**src/rtl/sts_framer_consts.svh**
```systemverilog
// Purpose: frame geometry, overhead values, timing and register map
// Assumes: octet-rate datapath, one octet per clock
// Notes:   included by the package and every rtl module
`ifndef STS_FRAMER_CONSTS_SVH
`define STS_FRAMER_CONSTS_SVH
`define COL_LAST     15'h437f
`define ROW_LAST     4'h8
`define TOH_COLS     15'h0240
`define TOH_LAST     15'h023f
`define SPE_LAST     15'h413f
`define ENV_LAST     18'h24b3f
`define STUFF_END    15'h003f
`define STUFF_LAST   15'h02ff
`define COL_A2       15'h00c0
`define COL_J0       15'h0180
`define COL_H2       15'h00c0
`define COL_H3       15'h0180
`define COL_K1       15'h00c0
`define COL_K2       15'h0180
`define ROW_FRAME    4'h0
`define ROW_B1       4'h1
`define ROW_COMMIT   4'h2
`define ROW_PTR      4'h3
`define ROW_APS      4'h4
`define ROW_S1       4'h8
`define OCT_A1       8'hf6
`define OCT_A2       8'h28
`define OCT_J0_DEF   8'h02
`define OCT_Z0       8'hcc
`define OCT_H1_CAT   8'h93
`define OCT_H2_CAT   8'hff
`define OCT_K1       8'h01
`define OCT_K2       8'h10
`define OCT_S1       8'h0f
`define NDF_SET      4'h9
`define NDF_NORM     4'h6
`define PTR_DEF      10'h20a
`define PTR_MAX      10'h30e
`define I_BITS       10'h2aa
`define D_BITS       10'h155
`define SCR_SEED     7'h7f
`define MATCH_MIN    4'h8
`define MAJ_MIN      4'h3
`define ADDR_J0_TX   8'h00
`define ADDR_J0_EXP  8'h04
`define ADDR_J0_RX   8'h08
`define ADDR_TX_PTR  8'h0c
`define ADDR_RX_PTR  8'h10
`define ADDR_B1_ERR  8'h14
`define ADDR_EVENTS  8'h18
`endif

```
**src/rtl/sts_framer_pkg.sv**
```systemverilog
// Purpose: shared types and helper functions of the framer
// Assumes: constants come from sts_framer_consts.svh
// Notes:   scrambler is x^7+x^6+1, output taken from the x^7 stage
package sts_framer_pkg;
`include "sts_framer_consts.svh"
  typedef logic [7:0]  octet_t;
  typedef logic [3:0]  row_t;
  typedef logic [14:0] col_t;
  typedef logic [17:0] idx_t;
  typedef logic [9:0]  ptr_t;
  typedef enum logic [3:0] {
    JUST_IDLE = 4'b0001,
    JUST_INC  = 4'b0010,
    JUST_DEC  = 4'b0100,
    JUST_NDF  = 4'b1000
  } just_t;

  function automatic logic [3:0] ones10(input logic [9:0] v);
    logic [3:0] n;
    n = 4'h0;
    for (int i = 0; i < 10; i++) n = n + {3'h0, v[i]};
    return n;
  endfunction

  // returns {key octet, next state}; msb of the key meets the msb first
  function automatic logic [14:0] scramble(input logic [6:0] seed);
    logic [6:0] s;
    logic [7:0] k;
    s = seed;
    k = 8'h00;
    for (int i = 7; i >= 0; i--) begin
      k[i] = s[6];
      s = {s[5:0], s[6] ^ s[5]};
    end
    return {k, s};
  endfunction

  function automatic idx_t ptrStart(input ptr_t p);
    return idx_t'({p, 7'h0}) + idx_t'({p, 6'h0});
  endfunction

  function automatic ptr_t ptrStep(input ptr_t p, input logic up);
    if (up) return (p == `PTR_MAX) ? 10'h000 : p + 10'h001;
    return (p == 10'h000) ? `PTR_MAX : p - 10'h001;
  endfunction
endpackage

```
**src/rtl/frame_position.sv**
```systemverilog
// Purpose: row, column and envelope index of the octet in hand
// Assumes: one step per octet; align marks row 0 column 0
// Notes:   envelope index restarts after the last pointer-action octet
`timescale 1ns/1ps
module frame_position (
  input  logic                 clk,
  input  logic                 reset,
  input  logic                 step,
  input  logic                 align,
  output sts_framer_pkg::row_t row,
  output sts_framer_pkg::col_t col,
  output sts_framer_pkg::idx_t envIdx
);
  import sts_framer_pkg::*;
`include "sts_framer_consts.svh"
  row_t rowR;
  col_t colR;
  idx_t idxR;

  assign row    = align ? `ROW_FRAME : rowR;
  assign col    = align ? 15'h0000 : colR;
  assign envIdx = idxR;

  always_ff @(posedge clk or posedge reset) begin
    if (reset) begin
      rowR <= `ROW_FRAME;
      colR <= 15'h0000;
    end else if (step) begin
      if (col == `COL_LAST) begin
        colR <= 15'h0000;
        rowR <= (row == `ROW_LAST) ? `ROW_FRAME : row + 4'h1;
      end else begin
        colR <= col + 15'h0001;
        rowR <= row;
      end
    end
  end

  always_ff @(posedge clk or posedge reset) begin
    if (reset) idxR <= 18'h00000;
    else if (step && row == `ROW_PTR && col == `TOH_LAST) idxR <= 18'h00000;
    else if (step && col >= `TOH_COLS) idxR <= (idxR == `ENV_LAST) ? 18'h00000 : idxR + 18'h00001;
  end
endmodule

```
**src/rtl/pointer_interpreter.sv**
```systemverilog
// Purpose: receive payload pointer interpretation
// Assumes: ptrWord holds first H1 (high) and first H2 (low) octets
// Notes:   decision pulses one clock after wordValid
`timescale 1ns/1ps
module pointer_interpreter (
  input  logic                 clk,
  input  logic                 reset,
  input  logic                 wordValid,
  input  logic [15:0]          ptrWord,
  output sts_framer_pkg::ptr_t offset,
  output logic                 incEv,
  output logic                 decEv,
  output logic                 ndfEv
);
  import sts_framer_pkg::*;
`include "sts_framer_consts.svh"
  ptr_t       rxPtr;
  logic [3:0] normHits;
  logic [3:0] setHits;
  logic [3:0] incHits;
  logic [3:0] decHits;
  logic [3:0] iInv;
  logic [3:0] dInv;
  logic       isNdf;
  logic       isNorm;
  logic       inc8;
  logic       dec8;
  logic       doInc;
  logic       doDec;

  assign rxPtr    = ptrWord[9:0];
  assign normHits = ones10({6'h00, ~(ptrWord[15:12] ^ `NDF_NORM)});
  assign setHits  = ones10({6'h00, ~(ptrWord[15:12] ^ `NDF_SET)});
  assign isNorm   = normHits >= `MAJ_MIN;
  assign isNdf    = setHits >= `MAJ_MIN && rxPtr <= `PTR_MAX;
  assign incHits  = ones10(~(rxPtr ^ offset ^ `I_BITS));
  assign decHits  = ones10(~(rxPtr ^ offset ^ `D_BITS));
  assign iInv     = ones10((rxPtr ^ offset) & `I_BITS);
  assign dInv     = ones10((rxPtr ^ offset) & `D_BITS);
  assign inc8     = incHits >= `MATCH_MIN;
  assign dec8     = decHits >= `MATCH_MIN;
  // majority fallback only when neither 8-of-10 match holds; both inverted means no action
  assign doInc = isNorm && (inc8 || (!dec8 && iInv >= `MAJ_MIN && dInv < `MAJ_MIN));
  assign doDec = isNorm && (dec8 || (!inc8 && dInv >= `MAJ_MIN && iInv < `MAJ_MIN));

  always_ff @(posedge clk or posedge reset) begin
    if (reset) begin
      offset <= `PTR_DEF;
      incEv  <= 1'b0;
      decEv  <= 1'b0;
      ndfEv  <= 1'b0;
    end else begin
      incEv <= wordValid && !isNdf && doInc;
      decEv <= wordValid && !isNdf && doDec;
      ndfEv <= wordValid && isNdf;
      if (wordValid) begin
        if (isNdf) offset <= rxPtr;
        else if (doInc) offset <= ptrStep(offset, 1'b1);
        else if (doDec) offset <= ptrStep(offset, 1'b0);
      end
    end
  end
endmodule

```
**src/rtl/sts192c_transport_overhead_framer.sv**
```systemverilog
// Purpose: STS-192c frame builder and payload extractor with APB registers
// Assumes: receive octets arrive already frame-aligned, one per valid
// Notes:   path overhead column is sent as zero; B1 is checked on receive
//
// Implementation choices: the register addresses and the APB interface to the registers.
`timescale 1ns/1ps
module sts192c_transport_overhead_framer (
  input  logic                   clk,
  input  logic                   reset,
  input  logic                   psel,
  input  logic                   penable,
  input  logic                   pwrite,
  input  logic [7:0]             paddr,
  input  logic [31:0]            pwdata,
  output logic [31:0]            prdata,
  output logic                   pready,
  output logic                   pslverr,
  input  sts_framer_pkg::octet_t txOctet,
  output logic                   txAccept,
  input  logic                   justificationRequest,
  input  logic                   justificationPositive,
  output logic [15:0]            txWord,
  output logic                   txWordValid,
  input  sts_framer_pkg::octet_t rxOctet,
  input  logic                   rxOctetValid,
  input  logic                   rxFrameStart,
  input  logic                   rxInSync,
  output sts_framer_pkg::octet_t rxPayload,
  output logic                   rxPayloadValid
);
  import sts_framer_pkg::*;
`include "sts_framer_consts.svh"

  row_t        tRow;
  col_t        tCol;
  idx_t        tIdx;
  col_t        tSpe;
  col_t        tCurSpe;
  ptr_t        tPtr;
  ptr_t        tPtrNew;
  ptr_t        tPtrOut;
  logic [3:0]  tNdf;
  just_t       tJust;
  logic        pendInc;
  logic        pendDec;
  logic        pendNdf;
  logic        commit;
  logic        txOh;
  logic        txStuff;
  logic        txNeg;
  logic        txSlot;
  logic        txScrOn;
  logic [6:0]  tScr;
  logic [14:0] tKey;
  octet_t      tPre;
  octet_t      tOut;
  octet_t      tAcc;
  octet_t      tBip;
  octet_t      tHi;
  logic        tHalf;
  octet_t      j0Tx;
  octet_t      j0Exp;

  row_t        rRow;
  col_t        rCol;
  idx_t        rIdx;
  col_t        rSpe;
  col_t        rCurSpe;
  ptr_t        rOffset;
  just_t       rJust;
  logic        rxStep;
  logic        rxOh;
  logic        rxStuff;
  logic        rxNeg;
  logic        rxSlot;
  logic        rxScrOn;
  logic        rxLocked;
  logic [6:0]  rScr;
  logic [14:0] rKey;
  octet_t      rDesc;
  octet_t      rAcc;
  octet_t      rBip;
  octet_t      rH1;
  octet_t      j0Rx;
  logic        j0Mis;
  logic        j0MisEv;
  logic        incEv;
  logic        decEv;
  logic        ndfEv;
  logic [15:0] b1Err;
  logic [3:0]  b1Bits;
  logic [3:0]  events;
  logic        apbWr;
  logic        hit;
  logic [31:0] rdMux;

  // transmit side

  frame_position txPos (
    .clk    (clk),
    .reset  (reset),
    .step   (1'b1),
    .align  (1'b0),
    .row    (tRow),
    .col    (tCol),
    .envIdx (tIdx)
  );

  assign txOh    = tCol < `TOH_COLS;
  assign commit  = tRow == `ROW_COMMIT && tCol == `COL_LAST;
  assign txStuff = tJust == JUST_INC && tRow == `ROW_PTR && !txOh && tCol <= `STUFF_LAST;
  assign txNeg   = tJust == JUST_DEC && tRow == `ROW_PTR && txOh && tCol >= `COL_H3;
  assign txSlot  = (!txOh && !txStuff) || txNeg;
  assign tCurSpe = (!txOh && tIdx == ptrStart(tPtr)) ? 15'h0000 : tSpe;
  assign txAccept = txSlot && tCurSpe > `STUFF_END;

  always_ff @(posedge clk or posedge reset) begin
    if (reset) tSpe <= 15'h0000;
    else if (txSlot) tSpe <= (tCurSpe == `SPE_LAST) ? 15'h0000 : tCurSpe + 15'h0001;
  end

  // a pending action is chosen just before the pointer row and held through it
  always_ff @(posedge clk or posedge reset) begin
    if (reset) tJust <= JUST_IDLE;
    else if (commit) begin
      if (pendNdf) tJust <= JUST_NDF;
      else if (pendInc) tJust <= JUST_INC;
      else if (pendDec) tJust <= JUST_DEC;
      else tJust <= JUST_IDLE;
    end else if (tRow == `ROW_APS && tCol == 15'h0000) tJust <= JUST_IDLE;
  end

  // new requests in the commit cycle stay pending
  always_ff @(posedge clk or posedge reset) begin
    if (reset) begin
      pendInc <= 1'b0;
      pendDec <= 1'b0;
      pendNdf <= 1'b0;
      tPtrNew <= `PTR_DEF;
    end else begin
      if (commit) begin
        pendNdf <= 1'b0;
        if (!pendNdf && pendInc) pendInc <= 1'b0;
        if (!pendNdf && !pendInc) pendDec <= 1'b0;
      end
      if (justificationRequest && justificationPositive) pendInc <= 1'b1;
      if (justificationRequest && !justificationPositive) pendDec <= 1'b1;
      if (apbWr && paddr == `ADDR_TX_PTR && pwdata[9:0] <= `PTR_MAX) begin
        pendNdf <= 1'b1;
        tPtrNew <= pwdata[9:0];
      end
    end
  end

  always_ff @(posedge clk or posedge reset) begin
    if (reset) tPtr <= `PTR_DEF;
    else if (commit && pendNdf) tPtr <= tPtrNew;
    else if (tRow == `ROW_PTR && tCol == `TOH_LAST && tJust == JUST_INC) tPtr <= ptrStep(tPtr, 1'b1);
    else if (tRow == `ROW_PTR && tCol == `TOH_LAST && tJust == JUST_DEC) tPtr <= ptrStep(tPtr, 1'b0);
  end

  always_comb begin
    tPtrOut = tPtr;
    tNdf = `NDF_NORM;
    case (tJust)
      JUST_INC: tPtrOut = tPtr ^ `I_BITS;
      JUST_DEC: tPtrOut = tPtr ^ `D_BITS;
      JUST_NDF: tNdf = `NDF_SET;
      default: tPtrOut = tPtr;
    endcase
  end

  always_comb begin
    tPre = 8'h00;
    if (!txOh) begin
      if (!txStuff && tCurSpe > `STUFF_END) tPre = txOctet;
    end else begin
      case (tRow)
        `ROW_FRAME: begin
          if (tCol < `COL_A2) tPre = `OCT_A1;
          else if (tCol < `COL_J0) tPre = `OCT_A2;
          else if (tCol == `COL_J0) tPre = j0Tx;
          else tPre = `OCT_Z0;
        end
        `ROW_B1: if (tCol == 15'h0000) tPre = tBip;
        `ROW_PTR: begin
          if (tCol == 15'h0000) tPre = {tNdf, 2'h0, tPtrOut[9:8]};
          else if (tCol < `COL_H2) tPre = `OCT_H1_CAT;
          else if (tCol == `COL_H2) tPre = tPtrOut[7:0];
          else if (tCol < `COL_H3) tPre = `OCT_H2_CAT;
          else if (txNeg && tCurSpe > `STUFF_END) tPre = txOctet;
        end
        `ROW_APS: begin
          if (tCol == `COL_K1) tPre = `OCT_K1;
          else if (tCol == `COL_K2) tPre = `OCT_K2;
        end
        `ROW_S1: if (tCol == 15'h0000) tPre = `OCT_S1;
        default: tPre = 8'h00;
      endcase
    end
  end

  // framing, trace and growth octets bypass the scrambler
  assign txScrOn = !(tRow == `ROW_FRAME && txOh);
  assign tKey    = scramble(tScr);
  assign tOut    = txScrOn ? tPre ^ tKey[14:7] : tPre;

  always_ff @(posedge clk or posedge reset) begin
    if (reset) tScr <= `SCR_SEED;
    else if (tRow == `ROW_FRAME && tCol == `TOH_LAST) tScr <= `SCR_SEED;
    else if (txScrOn) tScr <= tKey[6:0];
  end

  always_ff @(posedge clk or posedge reset) begin
    if (reset) begin
      tAcc <= 8'h00;
      tBip <= 8'h00;
    end else if (tRow == `ROW_FRAME && tCol == 15'h0000) begin
      tBip <= tAcc;
      tAcc <= tOut;
    end else tAcc <= tAcc ^ tOut;
  end

  // frame length is even, so the high byte always holds an even column
  always_ff @(posedge clk or posedge reset) begin
    if (reset) begin
      tHalf       <= 1'b0;
      tHi         <= 8'h00;
      txWord      <= 16'h0000;
      txWordValid <= 1'b0;
    end else begin
      tHalf <= ~tHalf;
      txWordValid <= tHalf;
      if (!tHalf) tHi <= tOut;
      else txWord <= {tHi, tOut};
    end
  end

  // receive side

  assign rxStep = rxOctetValid && rxInSync;

  frame_position rxPos (
    .clk    (clk),
    .reset  (reset),
    .step   (rxStep),
    .align  (rxFrameStart && rxStep),
    .row    (rRow),
    .col    (rCol),
    .envIdx (rIdx)
  );

  assign rxScrOn = !(rRow == `ROW_FRAME && rCol < `TOH_COLS);
  assign rKey    = scramble(rScr);
  assign rDesc   = rxScrOn ? rxOctet ^ rKey[14:7] : rxOctet;

  always_ff @(posedge clk or posedge reset) begin
    if (reset) rScr <= `SCR_SEED;
    else if (rxStep && rRow == `ROW_FRAME && rCol == `TOH_LAST) rScr <= `SCR_SEED;
    else if (rxStep && rxScrOn) rScr <= rKey[6:0];
  end

  always_ff @(posedge clk or posedge reset) begin
    if (reset) begin
      rAcc <= 8'h00;
      rBip <= 8'h00;
    end else if (rxStep && rRow == `ROW_FRAME && rCol == 15'h0000) begin
      rBip <= rAcc;
      rAcc <= rxOctet;
    end else if (rxStep) rAcc <= rAcc ^ rxOctet;
  end

  assign b1Bits = ones10({2'h0, rDesc ^ rBip});

  always_ff @(posedge clk or posedge reset) begin
    if (reset) begin
      rH1     <= 8'h00;
      j0Rx    <= 8'h00;
      j0Mis   <= 1'b0;
      j0MisEv <= 1'b0;
    end else begin
      j0MisEv <= 1'b0;
      if (rxStep && rRow == `ROW_PTR && rCol == 15'h0000) rH1 <= rDesc;
      if (rxStep && rRow == `ROW_FRAME && rCol == `COL_J0) begin
        j0Rx    <= rxOctet;
        j0Mis   <= rxOctet != j0Exp;
        j0MisEv <= rxOctet != j0Exp;
      end
    end
  end

  pointer_interpreter ptrRx (
    .clk       (clk),
    .reset     (reset),
    .wordValid (rxStep && rRow == `ROW_PTR && rCol == `COL_H2),
    .ptrWord   ({rH1, rDesc}),
    .offset    (rOffset),
    .incEv     (incEv),
    .decEv     (decEv),
    .ndfEv     (ndfEv)
  );

  always_ff @(posedge clk or posedge reset) begin
    if (reset) rJust <= JUST_IDLE;
    else if (incEv) rJust <= JUST_INC;
    else if (decEv) rJust <= JUST_DEC;
    else if (rxStep && rRow == `ROW_APS && rCol == 15'h0000) rJust <= JUST_IDLE;
  end

  assign rxOh    = rCol < `TOH_COLS;
  assign rxStuff = rJust == JUST_INC && rRow == `ROW_PTR && !rxOh && rCol <= `STUFF_LAST;
  assign rxNeg   = rJust == JUST_DEC && rRow == `ROW_PTR && rxOh && rCol >= `COL_H3;
  assign rxSlot  = (!rxOh && !rxStuff) || rxNeg;
  assign rCurSpe = (!rxOh && rIdx == ptrStart(rOffset)) ? 15'h0000 : rSpe;

  always_ff @(posedge clk or posedge reset) begin
    if (reset) rSpe <= 15'h0000;
    else if (rxStep && rxSlot) rSpe <= (rCurSpe == `SPE_LAST) ? 15'h0000 : rCurSpe + 15'h0001;
  end

  // nothing is delivered until the envelope start has been seen once
  always_ff @(posedge clk or posedge reset) begin
    if (reset) rxLocked <= 1'b0;
    else if (!rxInSync) rxLocked <= 1'b0;
    else if (rxStep && !rxOh && rIdx == ptrStart(rOffset)) rxLocked <= 1'b1;
  end

  always_ff @(posedge clk or posedge reset) begin
    if (reset) begin
      rxPayload      <= 8'h00;
      rxPayloadValid <= 1'b0;
    end else begin
      rxPayloadValid <= rxStep && rxSlot && rxLocked && rCurSpe > `STUFF_END;
      if (rxStep && rxSlot && rCurSpe > `STUFF_END) rxPayload <= rDesc;
    end
  end

  // register bus

  assign apbWr   = psel && penable && pwrite;
  assign pready  = 1'b1;
  assign pslverr = psel && penable && !hit;

  always_comb begin
    hit = 1'b1;
    rdMux = 32'h00000000;
    case (paddr)
      `ADDR_J0_TX:  rdMux = {24'h000000, j0Tx};
      `ADDR_J0_EXP: rdMux = {24'h000000, j0Exp};
      `ADDR_J0_RX:  rdMux = {23'h000000, j0Mis, j0Rx};
      `ADDR_TX_PTR: rdMux = {22'h000000, tPtr};
      `ADDR_RX_PTR: rdMux = {15'h0000, rxLocked, 6'h00, rOffset};
      `ADDR_B1_ERR: rdMux = {16'h0000, b1Err};
      `ADDR_EVENTS: rdMux = {28'h0000000, events};
      default:      hit = 1'b0;
    endcase
  end

  always_ff @(posedge clk or posedge reset) begin
    if (reset) prdata <= 32'h00000000;
    else if (psel && !penable) prdata <= pwrite ? 32'h00000000 : rdMux;
  end

  always_ff @(posedge clk or posedge reset) begin
    if (reset) begin
      j0Tx  <= `OCT_J0_DEF;
      j0Exp <= `OCT_J0_DEF;
    end else begin
      if (apbWr && paddr == `ADDR_J0_TX) j0Tx <= pwdata[7:0];
      if (apbWr && paddr == `ADDR_J0_EXP) j0Exp <= pwdata[7:0];
    end
  end

  // a write clears the count but errors seen in the same cycle are kept
  always_ff @(posedge clk or posedge reset) begin
    if (reset) b1Err <= 16'h0000;
    else if (rxStep && rRow == `ROW_B1 && rCol == 15'h0000) begin
      if (apbWr && paddr == `ADDR_B1_ERR) b1Err <= {12'h000, b1Bits};
      else if (b1Err > 16'hfff7) b1Err <= 16'hffff;
      else b1Err <= b1Err + {12'h000, b1Bits};
    end else if (apbWr && paddr == `ADDR_B1_ERR) b1Err <= 16'h0000;
  end

  always_ff @(posedge clk or posedge reset) begin
    if (reset) events <= 4'h0;
    else events <= (events & ~((apbWr && paddr == `ADDR_EVENTS) ? pwdata[3:0] : 4'h0))
                   | {j0MisEv, ndfEv, decEv, incEv};
  end
endmodule

```
**config.mk**
```make
export PLATFORM = sky130hd
export DESIGN_NAME = sts192c_transport_overhead_framer
export DESIGN_NICKNAME = d
export VERILOG_FILES = /design/src/rtl/sts_framer_pkg.sv /design/src/rtl/frame_position.sv /design/src/rtl/pointer_interpreter.sv /design/src/rtl/sts192c_transport_overhead_framer.sv
export VERILOG_INCLUDE_DIRS = /design/src /design/src/rtl
export SDC_FILE = /design/constraint.sdc
export NUM_CORES = 1
export LEC_CHECK = 0
export BUFFER_PORTS_ARGS = -buffer_cell sky130_fd_sc_hd__buf_2
export CAP_MARGIN = 30
export CELL_PAD_IN_SITES_DETAIL_PLACEMENT = 1
export CELL_PAD_IN_SITES_GLOBAL_PLACEMENT = 1
export CORE_MARGIN = 8
export CORE_UTILIZATION = 48
export CTS_CLUSTER_SIZE = 10
export DETAILED_ROUTE_END_ITERATION = 7
export PLACE_DENSITY = 0.8
export SKIP_LAST_GASP = 1
export SLEW_MARGIN = 30
export SYNTH_ARGS = -nofsm -noshare
export SYNTH_HDL_FRONTEND = slang
export SYNTH_SLANG_ARGS = --single-unit
```
**constraint.sdc**
```tcl
create_clock -name clk -period 15.9 [get_ports clk]
set_input_delay 4.77 -clock clk [delete_from_list [all_inputs] [get_ports clk]]
set_output_delay 4.77 -clock clk [all_outputs]
set_load 0.01 [all_outputs]
```
==> flow_summary_export.csv, run 1 <==
group,metric,value,unit
global_routing,antenna_found_initial,0,
pwr,ir_worst_vdd,0.09252,mV
clock_tree,cts_setup_buffers,0,
clock_tree,clock_path_buffers,3,
worst_setup_path,crit_chain,"buf_2, nand3_1, nand2_1, ha_1, or4b_2, o31a_1, nand2_1, xor2_1, xnor2_1, fa_1, fa_1, fa_1, ha_1, fa_1, xor2_1, ha_1, a21oi_1, nor2b_1, o2111ai_1, nor2_1, nand3_1, o21ai_0, a21oi_1, a311oi_1",
floorplan,ios,127,
routing,drtIter0Drc,1060,
floorplan,die_h,217.5,um
yosys,yosysSeqAreaShare,38.43,%
pwr,p_per_area,93.83,mW/mm^2
worst_setup_path,cpPeakStageDelay,620,ps
worst_setup_path,worstSetupStartpoint,"rxFrameStart",
floorplan,die_w,217.5,um
floorplan,start_util,48.17,%
sta,fin_crit,11900,ps
min_path,holdPathEnd,"rJust[0]$_DFFE_PP1P_",
worst_setup_path,cpMaxStageDelayCell,"or4b_2",
yosys,syn_area,0.01949,sq mm
worst_setup_path,cp-end-kind,"register",
clock_tree,cts.sinks,298,
worst_setup_path,crit_buf_inv,1,
worst_setup_path,ff2ff_setup_slack,8770,ps
clock_tree,hold_buffers,0,
routing,ant_nets,0,
min_path,min_from,"ptrRx.decEv$_DFF_PP0_",
floorplan,core,0.04046,sq mm
worst_setup_path,cp_max_fo,16,
clock_tree,cts_resized,0,
worst_setup_path,rr_worst_depth,22,
clock_tree,htree_levels,2,
min_path,holdCritPathClass,"register to register",
sta,fmax,84.01,MHz
worst_setup_path,crit_top_cell,"fa_1",
min_path,whs_path_depth,1,
yosys,post_synth_num_cell_types,89,
routing,vias,16817,
yosys,synth.avg_cell_area,8.908,sq um
pwr,switchingPower,0.5925,mW
sta,fin_tns_setup,0,ps
pwr,power_leakage,9.526,nW
yosys,synth_edf_count,0,
yosys,ys.flop_type,"dfrtp_1",
sta,rsz0062_at_grt,"no",
sta,finalSetupViolCount,0,
global_routing,grt_pass1_wl,95520,um
sta,tightest_slew,943.1,ps
worst_setup_path,r2r-end,"b1Err[15]$_DFFE_PP0P_",
worst_setup_path,cp-start-kind,"input port",
sta,period_share,74.86,%
yosys,synth-async-reset-ratio,100.0,%
clock_tree,cts_tree,"built",
routing,dr.pass1.iters,5,
routing,drc,0,
clock_tree,insertion_delay,560,ps
pwr,sw_frac_of_total,29.55,%
sta,max_slew_margin,36.78,%
worst_setup_path,critPathKind,"input port to register",
floorplan,rows,74,
clock_tree,path_clk_slew,60,ps
yosys,ys_ff_latch,298,
worst_setup_path,crit_family,"adder cells",
global_routing,grt_pass1_vias,18047,
sta,finalClockSkew,14.93,ps
clock_tree,cts_root_buf,"clkbuf_16",
placed_design,dpl_cell_area,0.02023,sq mm
pwr,clock_power_share,40.1,%
finish,layout.nets,2396,
sta,maxSlewViolCount,0,
clock_tree,numCtsBuffers,37,
placed_design,dp_hpwl,42960,um
worst_setup_path,reg2reg_from,"rxPos.rowR[0]$_DFFE_PP0N_",
pwr,combPwrFrac,19.6,%
routing,viasPerCell,6.058,
global_routing,grt_overflow,0,
pwr,p_seq_share,40.3,%
status,status,"completed",
sta,finalHoldViolations,0,
finish,stdcell_area,0.02137,sq mm
floorplan,die-area,0.04731,sq mm
global_routing,track_usage,24.57,%
global_routing,grt_max_degree,118,
worst_setup_path,crit_arrival,12360,ps
yosys,syn_inst,2188,
routing,wl_per_cell,21.09,um
placed_design,portBuffers,88,
worst_setup_path,crit_required,16350,ps
pwr,intPower,1.412,mW
finish,antenna_cells,0,
placed_design,finalWeightedCongestion,0.8811,
finish,area_growth,9.622,%
routing,routed_wl,58530,um
finish,drive_above_1_share,12.92,%
job,cap_viol_max_count,0,
yosys,yosysWarnings,0,
==> cells in the final DEF (no fill, tap or decap), drive strengths merged, types with 12 or more instances in the layout <==
master | netlist | final
inv | 100 | 101
nor2 | 164 | 164
a211oi | 12 | 12
nand2 | 260 | 260
o21ai | 190 | 190
xor2 | 70 | 70
clkbuf | 84 | 58
mux2 | 70 | 70
a31oi | 19 | 19
buf | 39 | 103
o31ai | 14 | 14
nor3 | 60 | 60
and3 | 53 | 53
nand3 | 78 | 78
dfstp | 27 | 27
nor2b | 20 | 20
xnor2 | 83 | 83
nor4 | 22 | 22
and2 | 19 | 19
nand2b | 12 | 12
dfrtp | 271 | 271
a21o | 26 | 26
a21oi | 139 | 139
fa | 23 | 23
ha | 86 | 86
nand4 | 25 | 25
conb | 2 | 16
or3 | 12 | 12
==> registers in the layout (all words and copies together), names as in the netlist, 10 cells and up <==
| register | flops |
|---|---|
| tPtr | 10 |
| tSpe | 15 |
| rxPos.colR | 15 |
| tPtrNew | 10 |
| prdata | 17 |
| txPos.envIdx | 18 |
| ptrRx.offset | 10 |
| b1Err | 16 |
| rSpe | 15 |
| rxPos.envIdx | 18 |
| txWord | 16 |
| txPos.colR | 15 |
==> cell usage after synthesis (20+ instances only) <==
cell      number  area share, %
a21o_1        26            1.0
nor2_1       164            3.2
nand2_1      259            5.0
inv_1         99            1.9
ha_1          86            5.5
fa_1          23            2.4
dfstp_2       27            3.6
xor2_1        68            3.1
clkbuf_1      84            1.6
a21oi_1      139            3.6
and3_1        53            1.7
xnor2_1       82            3.7
nand4_1       25           0.80
o21ai_0      173            4.4
mux2_2        68            3.9
nand3_1       77            2.0
nor2b_1       20           0.64
dfrtp_1      271             35
nor3_1        57            1.5
==> cell families after synthesis <==
family	share of synthesized area, %
simple gates	20.24
compound gates	16.75
flops	38.43
buf+inv	4.827
xor+xnor	7.222
fa+ha+maj	7.883
mux	4.609
other cells	0.03853
==> worst register-to-register path: cells and delay by family (launching register included) <==
kind / cells / cell delay [ps]
AO/OA/AOI/OAI: 6 / 1280
XOR/XNOR: 3 / 1190
adder cells (fa/ha/maj): 7 / 2710
flip-flops: 1 / 410
AND/OR/NAND/NOR: 6 / 1460
==> stage by stage <==
stage	cells	util [%]	worst slack (ps)	power, mW	hold WS, ps
global placement	2714	49.97	3649	1.166	412.9
global route	2776	52.81	3527	2.090	463.3
CTS	2776	52.75	4045	2.021	442.3
floorplan	2202	-	2942	1.065	351.9
finish	2776	52.81	3997	2.005	443.2
detailed placement	2714	49.99	3450	1.203	438.0
==> per-layer routing <==
layer	up-vias	track usage (%)	wire, um
li1	7749	-	-
met1	8595	31.19	25420
met2	342	42.01	28940
met3	131	3.689	2233
met4	0	9.107	1938
met5	-	0	0
==> layout make-up <==
| cell class | instances | area [sq um] |
|---|---|---|
| inverters | 100 | 382.9 |
| fillers | 4737 | 19090 |
| clock buffers | 58 | 1067 |
| repair buffers | 103 | 556.8 |
| flip-flops and latches | 298 | 7491 |
| well taps | 532 | 665.6 |
| clock inverters | 4 | 48.80 |
| multi-input cells | 1681 | 11150 |
==> power groups by stage <==
stage | logic (mW) | clock network [mW] | registers, mW
2_1_floorplan | 0.252 | 0 | 0.813
3_3_place_gp | 0.349 | 0 | 0.817
3_5_place_dp | 0.383 | 0 | 0.820
4_1_cts | 0.390 | 0.824 | 0.807
5_1_grt | 0.429 | 0.850 | 0.810
6_report | 0.393 | 0.804 | 0.807
==> how the worst max path moves through the flow <==
| stage | cells after the start | slack (ps) | to |
|---|---|---|---|
| floorplan | 1 | 2940 | b1Err[0]$_DFFE_PP0P_ |
| global placement | 28 | 3650 | ptrRx.offset[4]$_DFFE_PP0P_ |
| detailed placement | 24 | 3450 | b1Err[15]$_DFFE_PP0P_ |
| CTS | 24 | 4050 | b1Err[15]$_DFFE_PP0P_ |
| global route | 28 | 3530 | ptrRx.offset[4]$_DFFE_PP0P_ |
| finish | 24 | 4000 | b1Err[15]$_DFFE_PP0P_ |
Power figures use the tool's default switching activity.
==> run 2, diff against run 1 <==
==> constraint.sdc (replaced) <==
create_clock -name clk -period 11.6 [get_ports clk]
set_input_delay 3.48 -clock clk [delete_from_list [all_inputs] [get_ports clk]]
set_output_delay 3.48 -clock clk [all_outputs]
set_load 0.01 [all_outputs]
==> run 2 against run 1 <==
Net effect: critical path depth is 3 higher; hold slack worse by 15 ps; critical endpoint is now ptrRx.offset[4]$_DFFE_PP0P_; first-iteration DRC count is 3.3% higher; sequential share of layout area is 0.12 points lower; total power is 37% higher.
==> flow_summary_export.csv, run 2 (synthesized netlist as in run 1, its figures left out) <==
group,metric,value,unit
worst_setup_path,rr_worst_depth,25,
clock_tree,clock_path_buffers,3,
clock_tree,cts_setup_buffers,0,
routing,viasPerCell,5.986,
global_routing,grt_max_degree,70,
sta,finalHoldViolations,0,
clock_tree,cts_resized,0,
sta,period_share,87.27,%
sta,finalSetupViolCount,0,
clock_tree,path_clk_slew,60,ps
routing,drtIter0Drc,1095,
global_routing,track_usage,25.08,%
finish,mostFrequentLayoutCell,"dfrtp_1",
worst_setup_path,crit_arrival,10590,ps
routing,ant_nets,0,
sta,finalClockSkew,16.67,ps
sta,maxSlewViolCount,0,
clock_tree,numCtsBuffers,38,
worst_setup_path,cp_max_fo,16,
status,status,"completed",
sta,max_slew_margin,34.97,%
routing,vias,16676,
floorplan,core,0.04046,sq mm
clock_tree,cts.sinks,298,
floorplan,die_w,217.5,um
global_routing,antenna_found_initial,0,
routing,dr.pass1.iters,7,
min_path,holdCritPathClass,"register to register",
floorplan,die_h,217.5,um
pwr,p_per_area,128.0,mW/mm^2
sta,tightest_slew,971.8,ps
clock_tree,hold_buffers,0,
min_path,whs_path_depth,1,
clock_tree,htree_levels,2,
pwr,fin_total_pwr,2.745,mW
finish,area_growth,10.01,%
finish,layout.nets,2402,
finish,antenna_cells,0,
worst_setup_path,cp-start-kind,"input port",
pwr,power_leakage,9.566,nW
sta,rsz0062_at_grt,"no",
clock_tree,insertion_delay,560,ps
global_routing,grt_pass1_vias,17980,
routing,drc,0,
pwr,ir_worst_vdd,0.1253,mV
floorplan,rows,74,
floorplan,ios,127,
routing,routed_wl,59240,um
placed_design,finalWeightedCongestion,0.8947,
placed_design,portBuffers,88,
job,cap_viol_max_count,0,
worst_setup_path,cp-end-kind,"register",
finish,drive_above_1_share,13.22,%
floorplan,die-area,0.04731,sq mm
sta,fin_crit,10120,ps
clock_tree,cts_root_buf,"clkbuf_16",
global_routing,grt_pass1_wl,97810,um
sta,fmax,98.78,MHz
sta,hold_ws,428.1,ps
sta,fin_tns_setup,0,ps
clock_tree,cts_tree,"built",
global_routing,grt_overflow,0,
placed_design,dp_hpwl,42910,um
floorplan,start_util,48.17,%
finish,final_cell_mix,"dfrtp_1 (271), nand2_1 (259), o21ai_0 (170)",
worst_setup_path,critPathKind,"input port to register",
worst_setup_path,crit_required,12070,ps
routing,wl_per_cell,21.26,um
## run 2: cell types whose count changed in the layout (fill, tap and decap cells not counted), sizes merged
cell      delta
clkinv       +5
clkinvlp     +1
inv          -2
clkbuf       +1
buf          +5
## run 2: through the flow
stage / std cells / util [%] / setup slack [ps] / area [sq um]
2_1_floorplan: 2202 / - / 1938 / 19550
3_3_place_gp: 2719 / 50.05 / 1156 / 20250
3_5_place_dp: 2719 / 50.07 / 974.4 / 20260
4_1_cts: 2786 / 52.94 / 1503 / 21420
5_1_grt: 2786 / 53.00 / 997.0 / 21440
6_report: 2786 / 53.00 / 1477 / 21440
## run 2: final timing paths
path | end | slack [ps] | from
max reg2reg | ptrRx.offset[4]$_DFFE_PP0P_ | 4640 | rxPos.rowR[0]$_DFFE_PP0N_
max in group asynchronous | rxPos.colR[8]$_DFFE_PP0N_ | 7120 | reset
min reg2reg | events[2]$_DFF_PP0_ | 430 | ptrRx.ndfEv$_DFF_PP0_
min | events[2]$_DFF_PP0_ | 430 | ptrRx.ndfEv$_DFF_PP0_
max | ptrRx.offset[4]$_DFFE_PP0P_ | 1480 | rxFrameStart
min in group asynchronous | b1Err[11]$_DFFE_PP0P_ | 3120 | reset
## run 2: area by class of cell
type / instances / area, sq um
Clock buffer: 59 / 1071
Clock inverter: 8 / 87.58
Fill cell: 4726 / 19020
Inverter: 100 / 379.1
Multi-Input combinational cell: 1681 / 11150
Sequential cell: 298 / 7491
Tap cell: 532 / 665.6
Timing Repair Buffer: 108 / 594.3
## run 2: layer usage
metal | GRT usage (%) | wire, um
met5 | 0 | 0
met4 | 8.296 | 1683
met3 | 3.426 | 2302
met2 | 42.85 | 29560
met1 | 32.46 | 25690
## run 2: report_power, final
part	leakage [nW]	switching, mW	internal (mW)
clock	0.564	0.476	0.659
sequential	3.80	0.0289	1.08
combinational	5.20	0.297	0.207
total	9.57	0.802	1.94
## run 2: critical path, stage by stage
cell       delay [ps]
buf_2             290
nand3_1           260
nand2_1           190
ha_1              240
or4b_2            620
o31a_1            410
nand2_1           140
xnor2_1           310
xnor2_1           270
inv_1              80
ha_1              280
inv_1              70
fa_1              580
inv_1              70
fa_1              530
inv_1              60
fa_1              570
fa_1              180
inv_1              50
a21o_1            140
a21oi_1           340
a21oi_1           150
nor2_1            540
a31oi_1           170
a22o_1            260
a21oi_1           140
a2bb2oi_1         170
==> run 3, diff against run 2 <==
==> constraint.sdc (replaced) <==
create_clock -name clk -period 9.48 [get_ports clk]
set_input_delay 2.844 -clock clk [delete_from_list [all_inputs] [get_ports clk]]
set_output_delay 2.844 -clock clk [all_outputs]
set_load 0.01 [all_outputs]
==> run 3 against run 2 <==
Net effect: die area unchanged; clock-buffer cell count increased by 4; non-clock buffer count increased by 12.
==> flow_summary_export.csv, run 3 (synthesized netlist as in run 1, its figures left out) <==
group,metric,value,unit
status,status,"completed",
routing,drc,0,
clock_tree,clock_path_buffers,3,
routing,vias,16721,
global_routing,grt_pass1_vias,17739,
sta,fin_tns_setup,0,ps
worst_setup_path,cp_max_fo,15,
floorplan,rows,74,
finish,area_growth,10.74,%
worst_setup_path,critPathKind,"input port to register",
pwr,fin_total_pwr,3.404,mW
worst_setup_path,crit_top_cell,"inv_1",
pwr,p_per_area,157.7,mW/mm^2
global_routing,grt_overflow,0,
finish,antenna_cells,0,
finish,n_fill_cell,4661,
finish,utilization,53.35,%
worst_setup_path,cp-start-kind,"input port",
sta,fin_crit,9022,ps
worst_setup_path,cp-end-kind,"register",
placed_design,portBuffers,88,
worst_setup_path,crit_arrival,9450,ps
placed_design,dp_hpwl,42820,um
routing,dr.pass1.iters,5,
sta,rsz0062_at_grt,"no",
min_path,holdCritPathClass,"register to register",
floorplan,core,0.04046,sq mm
sta,period_share,95.17,%
pwr,ir_worst_vdd,0.1693,mV
clock_tree,numCtsBuffers,38,
routing,wl_per_cell,20.91,um
clock_tree,path_clk_slew,60,ps
sta,finalSetupViolCount,0,
sta,tightest_slew,981.0,ps
clock_tree,insertion_delay,560,ps
global_routing,antenna_found_initial,1,
floorplan,start_util,48.17,%
sta,finalClockSkew,24.26,ps
finish,drive_above_1_share,13.68,%
job,cap_viol_max_count,0,
placed_design,post-place-ws,-108.9,ps
worst_setup_path,crit_required,9910,ps
worst_setup_path,cpMaxStageDelayCell,"or4b_2",
global_routing,grt_pass1_wl,96370,um
placed_design,finalWeightedCongestion,0.9053,
routing,viasPerCell,5.976,
clock_tree,hold_buffers,0,
sta,max_slew_margin,33.68,%
sta,hold_ws,433.2,ps
sta,setup_ws,457.6,ps
finish,layout.nets,2414,
clock_tree,htree_levels,2,
clock_tree,cts_setup_buffers,0,
finish,final_cell_mix,"dfrtp_1 (271), nand2_1 (259), o21ai_0 (170)",
finish,mostFrequentLayoutCell,"dfrtp_1",
floorplan,die_w,217.5,um
floorplan,die_h,217.5,um
routing,drtIter0Drc,1192,
worst_setup_path,cpPeakStageDelay,600,ps
global_routing,track_usage,24.77,%
routing,routed_wl,58510,um
clock_tree,cts_tree,"built",
floorplan,ios,127,
clock_tree,cts_root_buf,"clkbuf_16",
floorplan,die-area,0.04731,sq mm
clock_tree,cts.sinks,298,
sta,finalHoldViolations,0,
routing,ant_nets,0,
pwr,power_leakage,9.645,nW
global_routing,grt_max_degree,168,
sta,fmax,110.8,MHz
sta,maxSlewViolCount,0,
clock_tree,cts_resized,0,
-- run 3: through the flow --
step,std cells,instance area (sq um)
2_1_floorplan,2202,19550
3_3_place_gp,2729,20340
3_5_place_dp,2729,20350
4_1_cts,2796,21540
5_1_grt,2798,21580
6_report,2798,21580
-- run 3: area by class of cell --
cell class,instances,area [sq um],share of cell area (%)
Inverter,100,379.1,1.756
Clock inverter,4,51.30,0.2377
Sequential cell,298,7491,34.71
Clock buffer,63,1136,5.263
Multi-Input combinational cell,1681,11140,51.63
Tap cell,532,665.6,3.084
Timing Repair Buffer,120,716.9,3.322
-- run 3: power by group --
part           total, mW  switching (mW)  leakage [nW]  internal (mW)
sequential          1.35          0.0358          3.80           1.32
combinational      0.631           0.372          5.27          0.259
clock               1.42           0.577         0.574          0.841
total               3.40           0.985          9.64           2.42
-- run 3: worst max-delay path: cells and delay by family --
family                   cells  cell delay (ps)
adder cells (fa/ha/maj)      6             2320
AO/OA/AOI/OAI                8             1750
AND/OR/NAND/NOR              5             1330
buffers and inverters        7              710
XOR/XNOR                     2              470
-- run 3: final timing paths --
path | to | slack, ps | depth (start not counted) | from
worst min register to register | events[3]$_DFF_PP0_ | 430 | 1 | j0MisEv$_DFF_PP0_
worst max-delay path | ptrRx.offset[5]$_DFFE_PP0P_ | 460 | 28 | rxOctetValid
max in group asynchronous | txPos.rowR[3]$_DFFE_PP0N_ | 5890 | 4 | reset
worst min-delay path | events[3]$_DFF_PP0_ | 430 | 1 | j0MisEv$_DFF_PP0_
min in group asynchronous | prdata[2]$_DFFE_PP0P_ | 2310 | 2 | reset
worst max register to register | ptrRx.offset[5]$_DFFE_PP0P_ | 2760 | 26 | rxPos.rowR[0]$_DFFE_PP0N_
-- run 3: layer usage --
layer,share of wire (%),track usage [%],wire length (um)
met2,50,42.03,29040
met4,2.9,8.611,1710
met3,4.0,3.329,2346
met5,0,0,0
met1,43,32.18,25410
